### config.mk
export PLATFORM = sky130hd
export DESIGN_NAME = acg_clock_gen
export DESIGN_NICKNAME = d
export VERILOG_FILES = /design/src/core/acg_pkg.sv /design/src/core/acg_clock_gen.sv
export VERILOG_INCLUDE_DIRS = /design/src /design/src/core
export SDC_FILE = /design/constraint.sdc
export NUM_CORES = 1
export LEC_CHECK = 0
export BUFFER_PORTS_ARGS = -buffer_cell sky130_fd_sc_hd__buf_2
export CORE_AREA = 2 2 238 193
export CTS_CLUSTER_SIZE = 28
export DETAILED_ROUTE_END_ITERATION = 10
export DIE_AREA = 0 0 240 195
export GPL_ROUTABILITY_DRIVEN = 0
export HOLD_SLACK_MARGIN = 0.1
export PLACE_DENSITY = 0.82
export SYNTH_ARGS = -nofsm -noshare
export SYNTH_HDL_FRONTEND = slang
export SYNTH_SLANG_ARGS = --single-unit
### constraint.sdc
create_clock -name clk -period 12 [get_ports clk]
set_clock_uncertainty 0.05 [all_clocks]
set_input_delay 0.6 -clock clk [delete_from_list [all_inputs] [get_ports clk]]
set_output_delay 0.6 -clock clk [all_outputs]
set_load 0.1 [all_outputs]
### src/core/acg_regs.svh
`ifndef ACG_REGS_SVH
`define ACG_REGS_SVH

// Register offsets
`define ACG_OFF_SYN_EPR 7'h06
`define ACG_OFF_SYN_J 7'h07
`define ACG_OFF_SYN_DHI 7'h08
`define ACG_OFF_SYN_DLO 7'h09
`define ACG_OFF_SYN_PRE 7'h0A
`define ACG_OFF_P1_BSRC 7'h0B
`define ACG_OFF_P1_BDIV 7'h0C
`define ACG_OFF_P1_FDIV 7'h0D
`define ACG_OFF_P1_OSEL 7'h0E
`define ACG_OFF_GP_SRC 7'h15
`define ACG_OFF_GP_DIV 7'h16
`define ACG_OFF_P2_BSRC 7'h1B
`define ACG_OFF_P2_BDIV 7'h1C
`define ACG_OFF_P2_FDIV 7'h1D
`define ACG_OFF_P2_OSEL 7'h1E
`define ACG_OFF_P3_BSRC 7'h2B
`define ACG_OFF_P3_BDIV 7'h2C
`define ACG_OFF_P3_FDIV 7'h2D
`define ACG_OFF_P3_OSEL 7'h2E
`define ACG_OFF_PIN_PORT1_DATA_OUT_PIN 7'h43
`define ACG_OFF_PIN_FRM2 7'h45
`define ACG_OFF_PIN_BIT2 7'h46
`define ACG_OFF_PIN_GP_IO_PIN_ONE 7'h56
`define ACG_OFF_PIN_GP_IO_PIN_TWO 7'h57
`define ACG_OFF_PIN_GP_OUTPUT_PIN_ONE 7'h60

// Storage slots, in table order
`define ACG_NREG 25
`define ACG_IX_SYN_EPR 0
`define ACG_IX_SYN_J 1
`define ACG_IX_SYN_DHI 2
`define ACG_IX_SYN_DLO 3
`define ACG_IX_SYN_PRE 4
`define ACG_IX_GP_SRC 9
`define ACG_IX_GP_DIV 10
`define ACG_IX_PIN0 19

// Reset values
`define ACG_RST_SYN_EPR 8'h11
`define ACG_RST_SYN_J 8'h04
`define ACG_RST_SYN_PRE 8'h01
`define ACG_RST_ZERO 8'h00

// Common fields
`define ACG_EN_BIT 7
`define ACG_RATIO_MSB 6
`define ACG_DIV_MAX 8'h80
`define ACG_FDIV_MIN 8'h20
`define ACG_ONE 8'h01

// Synthesizer fields and scale
`define ACG_R_MSB 3
`define ACG_P_MSB 6
`define ACG_P_LSB 4
`define ACG_J_MSB 5
`define ACG_DHI_MSB 5
`define ACG_R_MAX 5'h10
`define ACG_P_MAX 4'h8
`define ACG_FRAC_SCALE 20'h02710
`define ACG_HALF_SCALE 25'h0001388

// Output selectors
`define ACG_BSEL_MSB 6
`define ACG_BSEL_LSB 4
`define ACG_FSEL_MSB 2
`define ACG_BSEL_CNT 3'h5
`define ACG_FSEL_CNT 3'h7
`define ACG_RSEL_MSB 1
`define ACG_GSEL_MSB 3
`define ACG_GSEL_CNT 4'h8

// Pin clock-output codes
`define ACG_PCODE_A 4'h3
`define ACG_PCODE_B 4'h4
`define ACG_PCODE_C 5'h04

// Pin function field positions
`define ACG_PA_MSB 4
`define ACG_PA_LSB 1
`define ACG_PB_MSB 5
`define ACG_PB_LSB 2
`define ACG_PC_MSB 6
`define ACG_PC_LSB 2
`define ACG_NPIN 6

`endif

### src/core/acg_pkg.sv
package acg_pkg;

   typedef struct packed {
      logic wr;
      logic rd;
      logic [6:0] addr;
      logic [7:0] wdata;
   } acgRegReq_s;

   typedef struct packed {
      logic pbRoot;
      logic pbMod;
      logic recRoot;
      logic recMod;
      logic pbSample;
      logic recSample;
      logic synthRef;
   } acgSrcClk_s;

   typedef struct packed {
      logic [2:0] bitClk;
      logic [2:0] frameClk;
   } acgPortClk_s;

   typedef struct packed {
      logic [5:0] level;
      logic [5:0] oe;
   } acgPinDrv_s;

endpackage

### src/core/acg_clock_gen.sv
`timescale 1ns/100ps
`include "acg_regs.svh"
// Overview of operation
// - Bit dividers divide source by 1..128, enabled
// - Two-bit field picks bit-divider root source
// - Frame dividers divide bit clock 32..128
// - Port 1 frame output chosen from seven
// - Port 2 frame output chosen from seven
// - Port 3 frame output chosen from seven
// - Bit output chosen from dividers or peers
// - Pin codes route general clock onto pins
// - General clock divides selected source 1..128
// - Synth output equals ref*R*J.D/(P*pre)
// - R field low nibble, 1..16, reset 1
// - P field bits 6:4, 1..8, reset 1
// - J field six bits, 1..63, reset 4
// - D split high/low registers, reset zero
// - Reference predivider seven bits, reset 1
// - Synth enabled alone, feeds general selector
// - New D applies on low register write
module acg_clock_gen
   import acg_pkg::*;
(
   // Clock and reset
   input wire logic clk,
   input wire logic rst_b,
   input wire logic ce,
   // Register port
   input wire acgRegReq_s regReq,
   output logic [7:0] regRdData,
   output logic regRdValid,
   // Source clocks
   input wire acgSrcClk_s srcClk,
   // Serial port clocks
   input wire acgPortClk_s portClkIn,
   output acgPortClk_s portClkOut,
   // Generated clocks
   output logic generalClkOut,
   output logic synthClkOut,
   // Pin drive
   output acgPinDrv_s pinDrv
);

   localparam int NDIV = 7;
   localparam int GDIV = 6;

   ////////////////////////////////////////////////////////////////////
   // Register file

   logic [7:0] reg_q [`ACG_NREG];
   logic [7:0] regRdData_q;
   logic regRdValid_q;

   function automatic logic [5:0] slotOf(input logic [6:0] a);
      // Bit 5 flags a mapped address, low bits the slot
      unique case (a)
         `ACG_OFF_SYN_EPR: slotOf = 6'h20;
         `ACG_OFF_SYN_J: slotOf = 6'h21;
         `ACG_OFF_SYN_DHI: slotOf = 6'h22;
         `ACG_OFF_SYN_DLO: slotOf = 6'h23;
         `ACG_OFF_SYN_PRE: slotOf = 6'h24;
         `ACG_OFF_P1_BSRC: slotOf = 6'h25;
         `ACG_OFF_P1_BDIV: slotOf = 6'h26;
         `ACG_OFF_P1_FDIV: slotOf = 6'h27;
         `ACG_OFF_P1_OSEL: slotOf = 6'h28;
         `ACG_OFF_GP_SRC: slotOf = 6'h29;
         `ACG_OFF_GP_DIV: slotOf = 6'h2A;
         `ACG_OFF_P2_BSRC: slotOf = 6'h2B;
         `ACG_OFF_P2_BDIV: slotOf = 6'h2C;
         `ACG_OFF_P2_FDIV: slotOf = 6'h2D;
         `ACG_OFF_P2_OSEL: slotOf = 6'h2E;
         `ACG_OFF_P3_BSRC: slotOf = 6'h2F;
         `ACG_OFF_P3_BDIV: slotOf = 6'h30;
         `ACG_OFF_P3_FDIV: slotOf = 6'h31;
         `ACG_OFF_P3_OSEL: slotOf = 6'h32;
         `ACG_OFF_PIN_PORT1_DATA_OUT_PIN: slotOf = 6'h33;
         `ACG_OFF_PIN_FRM2: slotOf = 6'h34;
         `ACG_OFF_PIN_BIT2: slotOf = 6'h35;
         `ACG_OFF_PIN_GP_IO_PIN_ONE: slotOf = 6'h36;
         `ACG_OFF_PIN_GP_IO_PIN_TWO: slotOf = 6'h37;
         `ACG_OFF_PIN_GP_OUTPUT_PIN_ONE: slotOf = 6'h38;
         default: slotOf = 6'h00;
      endcase
   endfunction

   function automatic logic [7:0] rstOf(input int s);
      unique case (s)
         `ACG_IX_SYN_EPR: rstOf = `ACG_RST_SYN_EPR;
         `ACG_IX_SYN_J: rstOf = `ACG_RST_SYN_J;
         `ACG_IX_SYN_PRE: rstOf = `ACG_RST_SYN_PRE;
         default: rstOf = `ACG_RST_ZERO;
      endcase
   endfunction

   wire [5:0] slot = slotOf(regReq.addr);
   wire hit = slot[5];
   wire [4:0] slotIx = slot[4:0];
   wire wrHit = ce & regReq.wr & hit;
   wire rdNow = ce & regReq.rd;
   wire [7:0] rdWord = hit ? reg_q[slotIx] : `ACG_RST_ZERO;

   for (genvar e = 0; e < `ACG_NREG; e++) begin : gReg
      always_ff @(posedge clk or negedge rst_b) begin
         if (!rst_b) begin
            reg_q[e] <= rstOf(e);
         end else if (wrHit && slotIx == 5'(e)) begin
            reg_q[e] <= regReq.wdata;
         end
      end
   end

   always_ff @(posedge clk or negedge rst_b) begin
      if (!rst_b) begin
         regRdData_q <= `ACG_RST_ZERO;
         regRdValid_q <= 1'b0;
      end else if (ce) begin
         regRdData_q <= rdNow ? rdWord : regRdData_q;
         regRdValid_q <= rdNow;
      end
   end

   assign regRdData = regRdData_q;
   assign regRdValid = regRdValid_q;

   ////////////////////////////////////////////////////////////////////
   // Ratio decode

   function automatic logic [7:0] ratioOf(input logic [6:0] f);
      ratioOf = (f == 7'h00) ? `ACG_DIV_MAX : {1'b0, f};
   endfunction

   function automatic logic [7:0] frameRatioOf(input logic [6:0] f);
      logic [7:0] r;
      r = ratioOf(f);
      frameRatioOf = (r < `ACG_FDIV_MIN) ? `ACG_FDIV_MIN : r;
   endfunction

   ////////////////////////////////////////////////////////////////////
   // Synthesizer

   logic [13:0] fracLive_q;
   logic [27:0] synAcc_q;
   logic synRefPrev_q;
   logic synOut_q;

   wire [7:0] synEpr = reg_q[`ACG_IX_SYN_EPR];
   wire synEn = synEpr[`ACG_EN_BIT];
   wire [3:0] rFld = synEpr[`ACG_R_MSB:0];
   wire [2:0] pFld = synEpr[`ACG_P_MSB:`ACG_P_LSB];
   wire [5:0] jFld = reg_q[`ACG_IX_SYN_J][`ACG_J_MSB:0];
   wire [6:0] preFld = reg_q[`ACG_IX_SYN_PRE][`ACG_RATIO_MSB:0];

   // Zero codes stand for the top of each range
   wire [4:0] rVal = (rFld == 4'h0) ? `ACG_R_MAX : {1'b0, rFld};
   wire [3:0] pVal = (pFld == 3'h0) ? `ACG_P_MAX : {1'b0, pFld};
   wire [7:0] preVal = ratioOf(preFld);

   // J.D scaled by the fraction base
   wire [19:0] jdVal = 20'({14'h0000, jFld} * `ACG_FRAC_SCALE
                           + {6'h00, fracLive_q});
   wire [24:0] synInc = 25'({20'h00000, rVal} * jdVal);
   wire [24:0] synHalf = 25'({4'h0, pVal} * {4'h0, preVal}
                             * `ACG_HALF_SCALE);

   wire synRefRise = srcClk.synthRef & ~synRefPrev_q;
   wire [27:0] synSum = synAcc_q
                      + {3'h0, synRefRise ? synInc : 25'h0000000};
   wire synStep = synSum >= {3'h0, synHalf};
   wire [27:0] synAcc_d = synStep ? synSum - {3'h0, synHalf} : synSum;

   // High register is staged; the pair takes effect with the low byte
   wire loWrite = wrHit && slotIx == 5'(`ACG_IX_SYN_DLO);
   wire [13:0] fracNew = {reg_q[`ACG_IX_SYN_DHI][`ACG_DHI_MSB:0],
                          regReq.wdata};

   always_ff @(posedge clk or negedge rst_b) begin
      if (!rst_b) begin
         fracLive_q <= 14'h0000;
      end else if (loWrite) begin
         fracLive_q <= fracNew;
      end
   end

   always_ff @(posedge clk or negedge rst_b) begin
      if (!rst_b) begin
         synAcc_q <= 28'h0000000;
         synOut_q <= 1'b0;
         synRefPrev_q <= 1'b0;
      end else if (ce) begin
         synRefPrev_q <= srcClk.synthRef;
         // Each half period toggles the output
         synAcc_q <= synEn ? synAcc_d : 28'h0000000;
         synOut_q <= synEn & (synOut_q ^ synStep);
      end
   end

   assign synthClkOut = synOut_q;

   ////////////////////////////////////////////////////////////////////
   // Dividers: 0..2 bit, 3..5 frame, 6 general

   logic [NDIV-1:0] divSrc;
   logic [NDIV-1:0] divEn;
   logic [7:0] divRatio [NDIV];
   logic [NDIV-1:0] divSrcPrev_q;
   logic [NDIV-1:0] divOut_q;
   acgPortClk_s portClk_q;

   wire [3:0] rootCand = {srcClk.recMod, srcClk.recRoot,
                          srcClk.pbMod, srcClk.pbRoot};

   for (genvar k = 0; k < NDIV; k++) begin : gDiv
      logic [7:0] pos_q;
      wire rise = divSrc[k] & ~divSrcPrev_q[k];
      wire [7:0] posNext = (pos_q == divRatio[k]) ? `ACG_ONE
                                                  : pos_q + `ACG_ONE;
      // Idle at zero until the first source edge after enable
      wire [7:0] pos_d = !divEn[k] ? `ACG_RST_ZERO
                       : rise ? posNext : pos_q;
      wire highPhase = pos_d != `ACG_RST_ZERO
                     && pos_d <= (divRatio[k] >> 1);
      wire out_d = divEn[k] & ((divRatio[k] == `ACG_ONE)
                   ? divSrc[k] : highPhase);

      always_ff @(posedge clk or negedge rst_b) begin
         if (!rst_b) begin
            pos_q <= `ACG_RST_ZERO;
            divOut_q[k] <= 1'b0;
            divSrcPrev_q[k] <= 1'b0;
         end else if (ce) begin
            pos_q <= pos_d;
            divOut_q[k] <= out_d;
            divSrcPrev_q[k] <= divSrc[k];
         end
      end
   end

   ////////////////////////////////////////////////////////////////////
   // Per-port selection

   localparam int BSRC_IX [3] = '{5, 11, 15};
   localparam int BDIV_IX [3] = '{6, 12, 16};
   localparam int FDIV_IX [3] = '{7, 13, 17};
   localparam int OSEL_IX [3] = '{8, 14, 18};

   for (genvar i = 0; i < 3; i++) begin : gPort
      localparam int OA = (i == 0) ? 1 : 0;
      localparam int OB = (i == 2) ? 1 : 2;
      wire [7:0] bsrc = reg_q[BSRC_IX[i]];
      wire [7:0] bdiv = reg_q[BDIV_IX[i]];
      wire [7:0] fdiv = reg_q[FDIV_IX[i]];
      wire [7:0] osel = reg_q[OSEL_IX[i]];
      wire [1:0] rootSel = bsrc[`ACG_RSEL_MSB:0];
      wire [2:0] bitSel = osel[`ACG_BSEL_MSB:`ACG_BSEL_LSB];
      wire [2:0] frameSel = osel[`ACG_FSEL_MSB:0];
      wire [4:0] bitCand = {portClkIn.bitClk[OB],
                            portClkIn.bitClk[OA], divOut_q[2:0]};
      wire [6:0] frameCand = {portClkIn.frameClk[OB],
                              portClkIn.frameClk[OA], divOut_q[5:3],
                              srcClk.recSample, srcClk.pbSample};
      wire bitNext = (bitSel < `ACG_BSEL_CNT)
                   & bitCand[bitSel];
      wire frameNext = (frameSel < `ACG_FSEL_CNT)
                     & frameCand[frameSel];

      assign divSrc[i] = rootCand[rootSel];
      assign divEn[i] = bdiv[`ACG_EN_BIT];
      assign divRatio[i] = ratioOf(bdiv[`ACG_RATIO_MSB:0]);
      assign divSrc[3 + i] = portClk_q.bitClk[i];
      assign divEn[3 + i] = fdiv[`ACG_EN_BIT];
      assign divRatio[3 + i] =
         frameRatioOf(fdiv[`ACG_RATIO_MSB:0]);

      always_ff @(posedge clk or negedge rst_b) begin
         if (!rst_b) begin
            portClk_q.bitClk[i] <= 1'b0;
            portClk_q.frameClk[i] <= 1'b0;
         end else if (ce) begin
            portClk_q.bitClk[i] <= bitNext;
            portClk_q.frameClk[i] <= frameNext;
         end
      end
   end

   assign portClkOut = portClk_q;

   ////////////////////////////////////////////////////////////////////
   // General clock output

   wire [3:0] genSel = reg_q[`ACG_IX_GP_SRC][`ACG_GSEL_MSB:0];
   wire [7:0] genDiv = reg_q[`ACG_IX_GP_DIV];
   wire [7:0] genCand = {srcClk.recSample, srcClk.pbSample,
                         srcClk.synthRef, synOut_q, rootCand};

   assign divSrc[GDIV] = (genSel < `ACG_GSEL_CNT)
                       & genCand[genSel[2:0]];
   assign divEn[GDIV] = genDiv[`ACG_EN_BIT];
   assign divRatio[GDIV] = ratioOf(genDiv[`ACG_RATIO_MSB:0]);
   assign generalClkOut = divOut_q[GDIV];

   ////////////////////////////////////////////////////////////////////
   // Pin routing: port1_data_out_pin, frame2, bit2, gp_io_pin_one, gp_io_pin_two, gp_output_pin_one

   logic [5:0] pinMatch;
   acgPinDrv_s pinDrv_q;

   wire [7:0] pinFn [`ACG_NPIN];

   // Function bytes of the six clock-capable pins, in slot order
   for (genvar q = 0; q < `ACG_NPIN; q++) begin : gPinFn
      assign pinFn[q] = reg_q[`ACG_IX_PIN0 + q];
   end

   // Each pin family keeps its code in a different field
   assign pinMatch[0] = pinFn[0][`ACG_PA_MSB:`ACG_PA_LSB] == `ACG_PCODE_A;
   assign pinMatch[1] = pinFn[1][`ACG_PB_MSB:`ACG_PB_LSB] == `ACG_PCODE_B;
   assign pinMatch[2] = pinFn[2][`ACG_PB_MSB:`ACG_PB_LSB] == `ACG_PCODE_B;
   assign pinMatch[3] = pinFn[3][`ACG_PC_MSB:`ACG_PC_LSB] == `ACG_PCODE_C;
   assign pinMatch[4] = pinFn[4][`ACG_PC_MSB:`ACG_PC_LSB] == `ACG_PCODE_C;
   assign pinMatch[5] = pinFn[5][`ACG_PA_MSB:`ACG_PA_LSB] == `ACG_PCODE_A;

   always_ff @(posedge clk or negedge rst_b) begin
      if (!rst_b) begin
         pinDrv_q <= '0;
      end else if (ce) begin
         // A pin not set to the clock code is released, low
         pinDrv_q.oe <= pinMatch;
         pinDrv_q.level <= pinMatch & {6{divOut_q[GDIV]}};
      end
   end

   assign pinDrv = pinDrv_q;

endmodule

# == Word level (Yosys, flattened, before mapping) ==
# Index checks and enable logic that the tools add are counted.
# totals
regBits,341
in_bits,33
out_inout_bits,29
wordCells,329
# classes
add_sub_neg,10
mul,4
magnitude_cmp,29
n_eq_ne,69
n_mux,69
bitwise_logic,37
n_reduce_logical,51
# ops
operator,count
$mux 8,35
$pmux 6 s25,1
$add 8x1->8 const B,7
$eq 8x1->1 const B,7
$eq 8x8->1,7
$le 8x7->1,7
$logic_not 7->1,8
$mux 28,2
$reduce_bool 8->1,7
$eq 7x4->1 const B,7
$eq 5x5->1 const B,9
$eq 7x5->1 const B,6
$eq 7x7->1 const B,6
$bmux 8 s5,1
$eq 5x4->1 const B,8
$logic_and 1x1->1,32
$eq 5x3->1 const B,6
$add 28x25->28,1
$eq 7x6->1 const B,4
$ge 28x25->1,1
$lt 3x4->1 const B,7
$sub 28x25->28,1
$and 1x1->1,26
$mul 5x20->25,1
other kinds (28),72

# == Logic depth before layout (Yosys ltp) ==
# Gate-level depths: netlist of the first run.
# depth
depth_word,12
mapped_depth,47

# == Least setup slack after synthesis of the first run ==
# No wires, ideal clock.
# synth_timing
kind,register -> register
from,"register reg_q, in the netlist jFld[2]"
to,register synAcc_q[3]
setup_ps,75
t_arrival_ps,9435
required_ps,11875
slack_ps,2440
stages_incl_launch_ff,41
path_buffers,2
synth_period_minus_slack_ps,9560
path_cell_list,dfstp_2 > inv_1 > fa_1 > fa_1 > inv_1 > ha_1 > inv_1 > fa_1 > xnor2_1 > ha_1 > nand2_1 > o21ai_0 > xor2_1 > and2_1 > fa_1 > fa_1 > inv_1 > fa_1 > [5 not listed] > ha_1 > a21oi_1 > a21oi_1 > a221oi_2 > a21boi_0 > xnor2_1 > ha_1 > nand3_1 > nor2_1 > a311oi_1 > o21ai_0 > a21oi_1 > o221ai_1 > or4_1 > clkbuf_1 > buf_6 > mux2_4 > o2bb2ai_2
# synth_via
elab_chain_len,8
# synth_rtl
element,line,rtl
"start, declared",acg_clock_gen.sv:50,logic [7:0] reg_q [`ACG_NREG];
"start signal, assigned by index",acg_clock_gen.sv:105,reg_q[e] <= rstOf(e);
"start signal, assigned by index",acg_clock_gen.sv:107,reg_q[e] <= regReq.wdata;
$mul 6x10->16 (no source line),--,
$add 20x14->20,acg_clock_gen.sv:159,"wire [19:0] jdVal = 20'({14'h0000, jFld} * `ACG_FRAC_SCALE"
$mul 5x20->25,acg_clock_gen.sv:161,"wire [24:0] synInc = 25'({20'h00000, rVal} * jdVal);"
$mux 25,acg_clock_gen.sv:167,"+ {3'h0, synRefRise ? synInc : 25'h0000000};"
$add 28x25->28,acg_clock_gen.sv:167,
$ge 28x25->1,acg_clock_gen.sv:168,"wire synStep = synSum >= {3'h0, synHalf};"
$mux 28,acg_clock_gen.sv:169,"wire [27:0] synAcc_d = synStep ? synSum - {3'h0, synHalf} : synSum;"
$mux 28,acg_clock_gen.sv:192,synAcc_q <= synEn ? synAcc_d : 28'h0000000;
"end signal, assigned",acg_clock_gen.sv:192,
"end, declared",acg_clock_gen.sv:142,logic [27:0] synAcc_q;
# Every way passes these cells.
# A chain may end at the register's enable or synchronous reset.

# == Worst setup path after layout of the first run ==
# layout_timing
from,"register reg_q, in the netlist jFld[2]"
to,register synAcc_q[26]
# layout_via
elab_chain_len,8
# layout_rtl
element,line
$mul 6x10->16 (no source line) *,--
$add 20x14->20 *,acg_clock_gen.sv:159
$mul 5x20->25 *,acg_clock_gen.sv:161
$mux 25 *,acg_clock_gen.sv:167
$add 28x25->28 *,acg_clock_gen.sv:167
$sub 28x25->28 or $ge 28x25->1 (tied branches),"acg_clock_gen.sv:169, acg_clock_gen.sv:168"
$mux 28 *,acg_clock_gen.sv:169
$mux 28 *,acg_clock_gen.sv:192
# Mark *: on every way between the ends. The rest lies on a longest branch, timed or not.

==> metrics, run 1 <==
outcome complete, no violations; switching share of power 40.9%; die extent in y 195 microns; most frequent CP cell fa_1; CP max stage cell o41ai_1; largest net degree at the start of global routing 195; Remaining DRCs 0; Int Pwr 0.00287 W; Clock Tree Buf Depth 3; hold slack final 0.353 ns; Clk pin slew, worst setup/hold paths 0.06 ns; met1 Use GR 45.9%; post-route ant nets 0; Initial Util 64.8%; minimum clock period 11.04 ns; Reg2Reg Setup Slack 0.96 ns; root cell of the clock tree clkbuf_16; R2R depth 40; Die Wd 240 microns; initial antenna violation count 0; average via count per standard cell 6.39; clock power share 24.6%; Top FF cell, synth dfrtp_1; Yosys top cell by area dfrtp_1; Synth cell types 88; Post-synth EDFFs 0; f_max 0.0906 GHz; Crit path depth 40; drt pass-1 iters 6; Post-Syn Nets 3449; total gr overflow 0; critical path endpoint category register; ys async rst share 100%; critical path class register to register; layout cells sized above 1 14.3%; Post-CTS Setup Bufs 0; Seq/Total Area, Yosys 29.1%; final setup vio count 0; CP delay by family, top adder cells; GRT met2 Usage 48.8%; initial detailed-routing violation count 2510; Routed WL 74000 microns; P&R area growth vs syn 6.66%; r2r endpoint synAcc_q[26]$_DFFE_PN0P_; Worst VDD drop 168 uV; GRT Resource Usage Total 32.1%; Arr. time, crit path 11.37 ns; most instantiated cells after synthesis dfrtp_1, nand2_1, mux2_2; max-cap violations 0; RSZ-0062 raised after global routing no; combinational share of power 49.1%; leakage 14.9 nW; Avg Inst Size Synth 9.32 sq um; grt peak-use layer met2; Final nets 3421; first-pass GRT wire length 121000 microns; most common cell in the netlist dfrtp_1; pwr dens 159 nW/um^2; DP Area 29300 sq um; yosys warns 0; DP Wirelength 54200 microns; vias in the first global route 23112; # IOs 62; TritonCTS clock tree yes; Sequential Power Share 26.4%; Worst-Skew Late Latency 0.55 ns; Net Sw Power 0.00198 W; Synth area leaders dfrtp_1, ha_1, mux2_2; max incr delay on CP 0.73 ns; min-delay worst type input pin to register; post-synthesis register bit count 333; Placement Rows 69; die area 46800 sq um; max-slew violation count 0; crit path max fanout 30; measured slew at the worst slew-check pin 1.27 ns; Buf+Inv Stages, Crit Path 6; input/output buffers 61; Mapped Area 28600 sq um; antenna diode count 0; crit path to synAcc_q[26]$_DFFE_PN0P_; Fill cells 3159; Slew Limit Headroom 14.5%; Final period util 92.0%; Design Area, Final 30500 sq um; grt met3 use 7.45%; total core area 44200 sq um; crit path launch jFld[2]$_DFFE_PN1P_; setup TNS 0 ns; H-tree level count 2; Power, Total 0.00485 W; CTS Buf Count 37; total number of vias 23498; CP startpoint kind register; worst path required time 12.33 ns; share of the synthesized area in the top cell type 28.8%; Final Hold Fails 0; mean routed wirelength per cell 20.1 microns; r2r startpoint jFld[2]$_DFFE_PN1P_; Sink Count 333; Synth Instances 3072
[registers in the layout, indices dropped and copies added, names as in the netlist, 16 cells and up]
register and flops:
gDiv.pos_q 56, pinFn 48, synAcc_q 28, gPort.bdiv 24, gPort.bsrc 24, gPort.fdiv 24
gPort.osel 24, reg_q 16
[kinds of logic after synthesis]
| group | after synthesis | synth area share [%] |
|---|---|---|
| compound gates | 587 | 13.4 |
| xor+xnor | 197 | 6.03 |
| fa+ha+maj | 344 | 17.6 |
| buf+inv | 394 | 5.36 |
| flops | 333 | 29.1 |
| mux | 328 | 13.4 |
| simple gates | 889 | 15.1 |
[layout make-up]
cell class	instances	area, sq um	area share [%]
Tap cell	603	754	2.47
Clock buffer	54	1110	3.64
Timing Repair Buffer	76	445	1.46
Clock inverter	13	159	0.520
Inverter	251	942	3.09
Multi-Input combinational cell	2345	18800	61.5
Sequential cell	333	8340	27.3
[worst register-to-register path: cells and delay by family (launching register included)]
kind                     cells  cell delay (ns)
adder cells (fa/ha/maj)     11             4.45
AO/OA/AOI/OAI               11             2.99
AND/OR/NAND/NOR              7             1.13
XOR/XNOR                     4             0.90
buffers and inverters        6             0.61
flip-flops                   1             0.61
multiplexers                 1             0.12
[timing repair]
action,CTS,global route
resized for setup,0,0
endpoints found under the hold margin,75,0
hold buffers,1,0
[worst min path at each step]
stage | start | end | cells past startpoint
after detailed placement | synRefPrev_q$_DFFE_PN0P_ | synRefPrev_q$_DFFE_PN0P_ | 1
final | srcClk[0] | synRefPrev_q$_DFFE_PN0P_ | 2
after global placement | gPort[1].bsrc[7]$_DFFE_PN0P_ | gPort[1].bsrc[7]$_DFFE_PN0P_ | 1
after global routing | srcClk[0] | synRefPrev_q$_DFFE_PN0P_ | 2
after CTS | srcClk[0] | synRefPrev_q$_DFFE_PN0P_ | 2
after floorplan | rst_b | divOut_q[0]$_DFFE_PN0P_ | 0
[power groups by stage]
stage | clock, W | sequential [W] | combinational, W
floorplan | 0 | 0.00129 | 0.00181
global placement | 0 | 0.00129 | 0.00221
detailed placement | 0 | 0.00129 | 0.00231
CTS | 0.00120 | 0.00128 | 0.00234
global route | 0.00124 | 0.00129 | 0.00263
finish | 0.00119 | 0.00128 | 0.00238
[layout by cell type (no fill, tap or decap), drive strengths merged, types with 6 or more instances in the layout]
cell type / count
nand4: 25
nand3: 75
clkbuf: 54
a31oi: 45
nand2: 281
nor2: 205
nor3b: 7
o211ai: 21
mux2i: 56
buf: 75
o21bai: 21
fa: 99
a21o: 36
xnor2: 91
xor2: 106
mux4: 18
inv: 253
and2: 87
ha: 245
nor4: 18
o221ai: 9
o32ai: 8
a22o: 7
o21ai: 149
o21a: 18
and3: 19
nand3b: 11
a21boi: 6
dfrtp: 329
a211oi: 33
a21oi: 134
nand2b: 40
o2bb2ai: 22
nor3: 35
o22ai: 14
nor2b: 51
mux2: 254
or2: 6
[stage by stage]
| step | setup WS, ns | std cells | util [%] |
|---|---|---|---|
| final | 0.958 | 3675 | 69.1 |
| after global routing | 0.284 | 3675 | 69.1 |
| after CTS | 1.08 | 3675 | 69.1 |
| after detailed placement | 1.16 | 3607 | 66.2 |
| after global placement | 1.67 | 3607 | 66.2 |
| after floorplan | 2.44 | 3072 | - |
[metal layers]
metal / routed length, microns / vias to the layer above
li1: - / 10685
met1: 31800 / 11532
met2: 33100 / 1097
met3: 6960 / 184
met4: 2100 / 0
met5: 0 / -
No activity file was read; power rests on OpenSTA's default activity.
==> run 2: changes to the inputs <==
--- a/config.mk
+++ b/config.mk
@@ -7,13 +7,13 @@
 export NUM_CORES = 1
 export LEC_CHECK = 0
 export BUFFER_PORTS_ARGS = -buffer_cell sky130_fd_sc_hd__buf_2
-export CORE_AREA = 2 2 238 193
+export CORE_AREA = 2 2 286 231
 export CTS_CLUSTER_SIZE = 28
 export DETAILED_ROUTE_END_ITERATION = 10
-export DIE_AREA = 0 0 240 195
+export DIE_AREA = 0 0 288 233
 export GPL_ROUTABILITY_DRIVEN = 0
 export HOLD_SLACK_MARGIN = 0.1
-export PLACE_DENSITY = 0.82
+export SETUP_SLACK_MARGIN = 0.5
 export SYNTH_ARGS = -nofsm -noshare
 export SYNTH_HDL_FRONTEND = slang
 export SYNTH_SLANG_ARGS = --single-unit
==> run 2 against run 1 <==
  * Die area increased by 43%
  * Critical path depth increased by 2
  * Final cell count increased by 6.9%
  * Via count decreased by 3.0%
  * Core utilization decreased by 21 points
  * Worst hold slack got worse by 0.34 ns
  * Sequential share of layout area decreased by 0.36 points
  * Register-to-register slack improved by 0.44 ns
  * Critical endpoint is now synAcc_q[3]$_DFFE_PN0P_
==> metrics, run 2 (synthesis gave the netlist of run 1 again) <==
outcome complete, no violations; hold slack final 0.0148 ns (-0.338 ns); CTS Buf Count 40 (+8.1%); Placed Cells 3857 (+6.9%); die area 67100 sq um (+43%); Placement Rows 83 (+20%); GRT Resource Usage Total 22.6% (-9.4 points); Final nets 3426 (+0.15%); RSZ-0062 raised after global routing no; hold_buf cts 0 (-1); total core area 64000 sq um (+45%); pwr dens 158 nW/um^2 (-0.42%); leakage 15.0 nW (+0.42%); layout cells sized above 1 14.5% (+0.27 points); cts repair resizes 0 (unchanged); Largest register FFs 56 (unchanged); min-delay worst type input pin to asynchronous set/reset pin; input/output buffers 61 (unchanged); commonest non-fill, non-tap cell in the layout dfrtp_1; largest net degree at the start of global routing 142 (-27%); total number of vias 22782 (-3.0%); TritonCTS clock tree yes; Worst VDD drop 136 uV (-19%); first-pass GRT wire length 122000 microns (+0.80%); max-cap violations 0 (unchanged); Routed WL 75300 microns (+1.8%); minimum clock period 10.60 ns (-0.437 ns); die extent in y 233 microns (+19%); initial antenna violation count 2 (+2); H-tree level count 2 (unchanged); Sink Count 333 (unchanged); total gr overflow 0 (unchanged); Reg with most FFs gDiv.pos_q; initial detailed-routing violation count 1694 (-33%); critical path endpoint category register; average via count per standard cell 5.80 (-9.3%); max incr delay on CP 0.55 ns (-0.18 ns); post-route ant nets 0 (unchanged); met1 Use GR 35.1% (-11 points); Arr. time, crit path 11.00 ns (-0.37 ns); vias in the first global route 22131 (-4.2%); final setup vio count 0 (unchanged); mean routed wirelength per cell 19.2 microns (-4.8%); DP Wirelength 56300 microns (+3.9%); measured slew at the worst slew-check pin 1.34 ns (+0.0699 ns); crit path max fanout 21 (-30%); Final period util 88.4% (-3.6 points); Die Wd 288 microns (+20%); CP max stage cell fa_1; critical path class register to register; Multi-input gate area 18800 sq um (+0.12%); Worst-Skew Late Latency 0.57 ns (+0.02 ns); Initial Util 44.8% (-20 points); setup TNS 0 ns (unchanged); crit path launch jFld[1]$_DFFE_PN0P_; max-slew violation count 0 (unchanged); Post-CTS Setup Bufs 0 (unchanged); f_max 0.0943 GHz (+4.1%); Remaining DRCs 0 (unchanged); grt met3 use 3.04% (-4.4 points); GRT met2 Usage 33.2% (-16 points); Clock Tree Buf Depth 3 (unchanged); most frequent cells in the layout dfrtp_1, nand2_1, mux2_2; DP Area 29600 sq um (+1.1%); CP delay by family, top adder cells; r2r startpoint jFld[1]$_DFFE_PN0P_; grt peak-use layer met1; Final Hold Fails 0 (unchanged); CP startpoint kind register; P&R area growth vs syn 8.09%; Slew Limit Headroom 9.18% (-5.3 points); Fill cells 6034 (+91%); Seq. cell area 8340 sq um (unchanged); # IOs 62 (unchanged); most frequent CP cell fa_1; worst path required time 12.40 ns (+0.07 ns); Buf+Inv Stages, Crit Path 6 (unchanged); Design Area, Final 30900 sq um (+1.3%); Clk pin slew, worst setup/hold paths 0.06 ns (about the same); Layout Cells excl Fill 3927 (+6.9%); root cell of the clock tree clkbuf_16; Reg2Reg Setup Slack 1.40 ns (+0.44 ns); drt pass-1 iters 5 (-1)
run 2: cell types whose count changed in the layout (fill, tap and decap cells not counted), moves of 2 or more:
cell | previous run | this run
buf_4 | 14 | 17
clkbuf_1 | 7 | 5
clkbuf_8 | 8 | 6
clkinv_2 | 4 | 6
clkinv_8 | 0 | 2
run 2: power breakdown:
group	switching (W)	internal [W]
Combinational	0.00140	0.000967
Clock	0.000509	0.000740
Sequential	0.0000921	0.00119
run 2: layout make-up:
type	count	share of cell area, %
multi-input combinational	2345	60.8
sequential	333	26.9
clock buffer	51	3.56
tap	850	3.44
inverter	251	3.04
timing repair buffer	78	1.48
clock inverter	18	0.752
antenna	1	0.00809
run 2: per-layer routing:
layer	vias to the layer above	part of all wire, %
met1	11331	49
li1	10722	-
met4	2	1.9
met3	102	5.8
met5	-	0.017
met2	625	43
run 2: stage by stage:
step | utilization [%] | power (W) | setup slack (ns)
after global routing | 48.4 | 0.00524 | 0.518
after CTS | 48.3 | 0.00489 | 0.967
after detailed placement | 46.3 | 0.00361 | 1.07
final | 48.4 | 0.00489 | 1.40
after global placement | 46.3 | 0.00355 | 1.32
after floorplan | - | 0.00309 | 2.44
run 2: worst paths after layout:
| kind | end | depth (start not counted) |
|---|---|---|
| max | synAcc_q[3]$_DFFE_PN0P_ | 42 |
| min | pinFn[15]$_DFFE_PN0P_ | 1 |
| max reg2reg | synAcc_q[3]$_DFFE_PN0P_ | 42 |
| max in group asynchronous | gPort[1].fdiv[1]$_DFFE_PN0P_ | 3 |
| min in group clk | synRefPrev_q$_DFFE_PN0P_ | 2 |
| min reg2reg | synAcc_q[24]$_DFFE_PN0P_ | 1 |
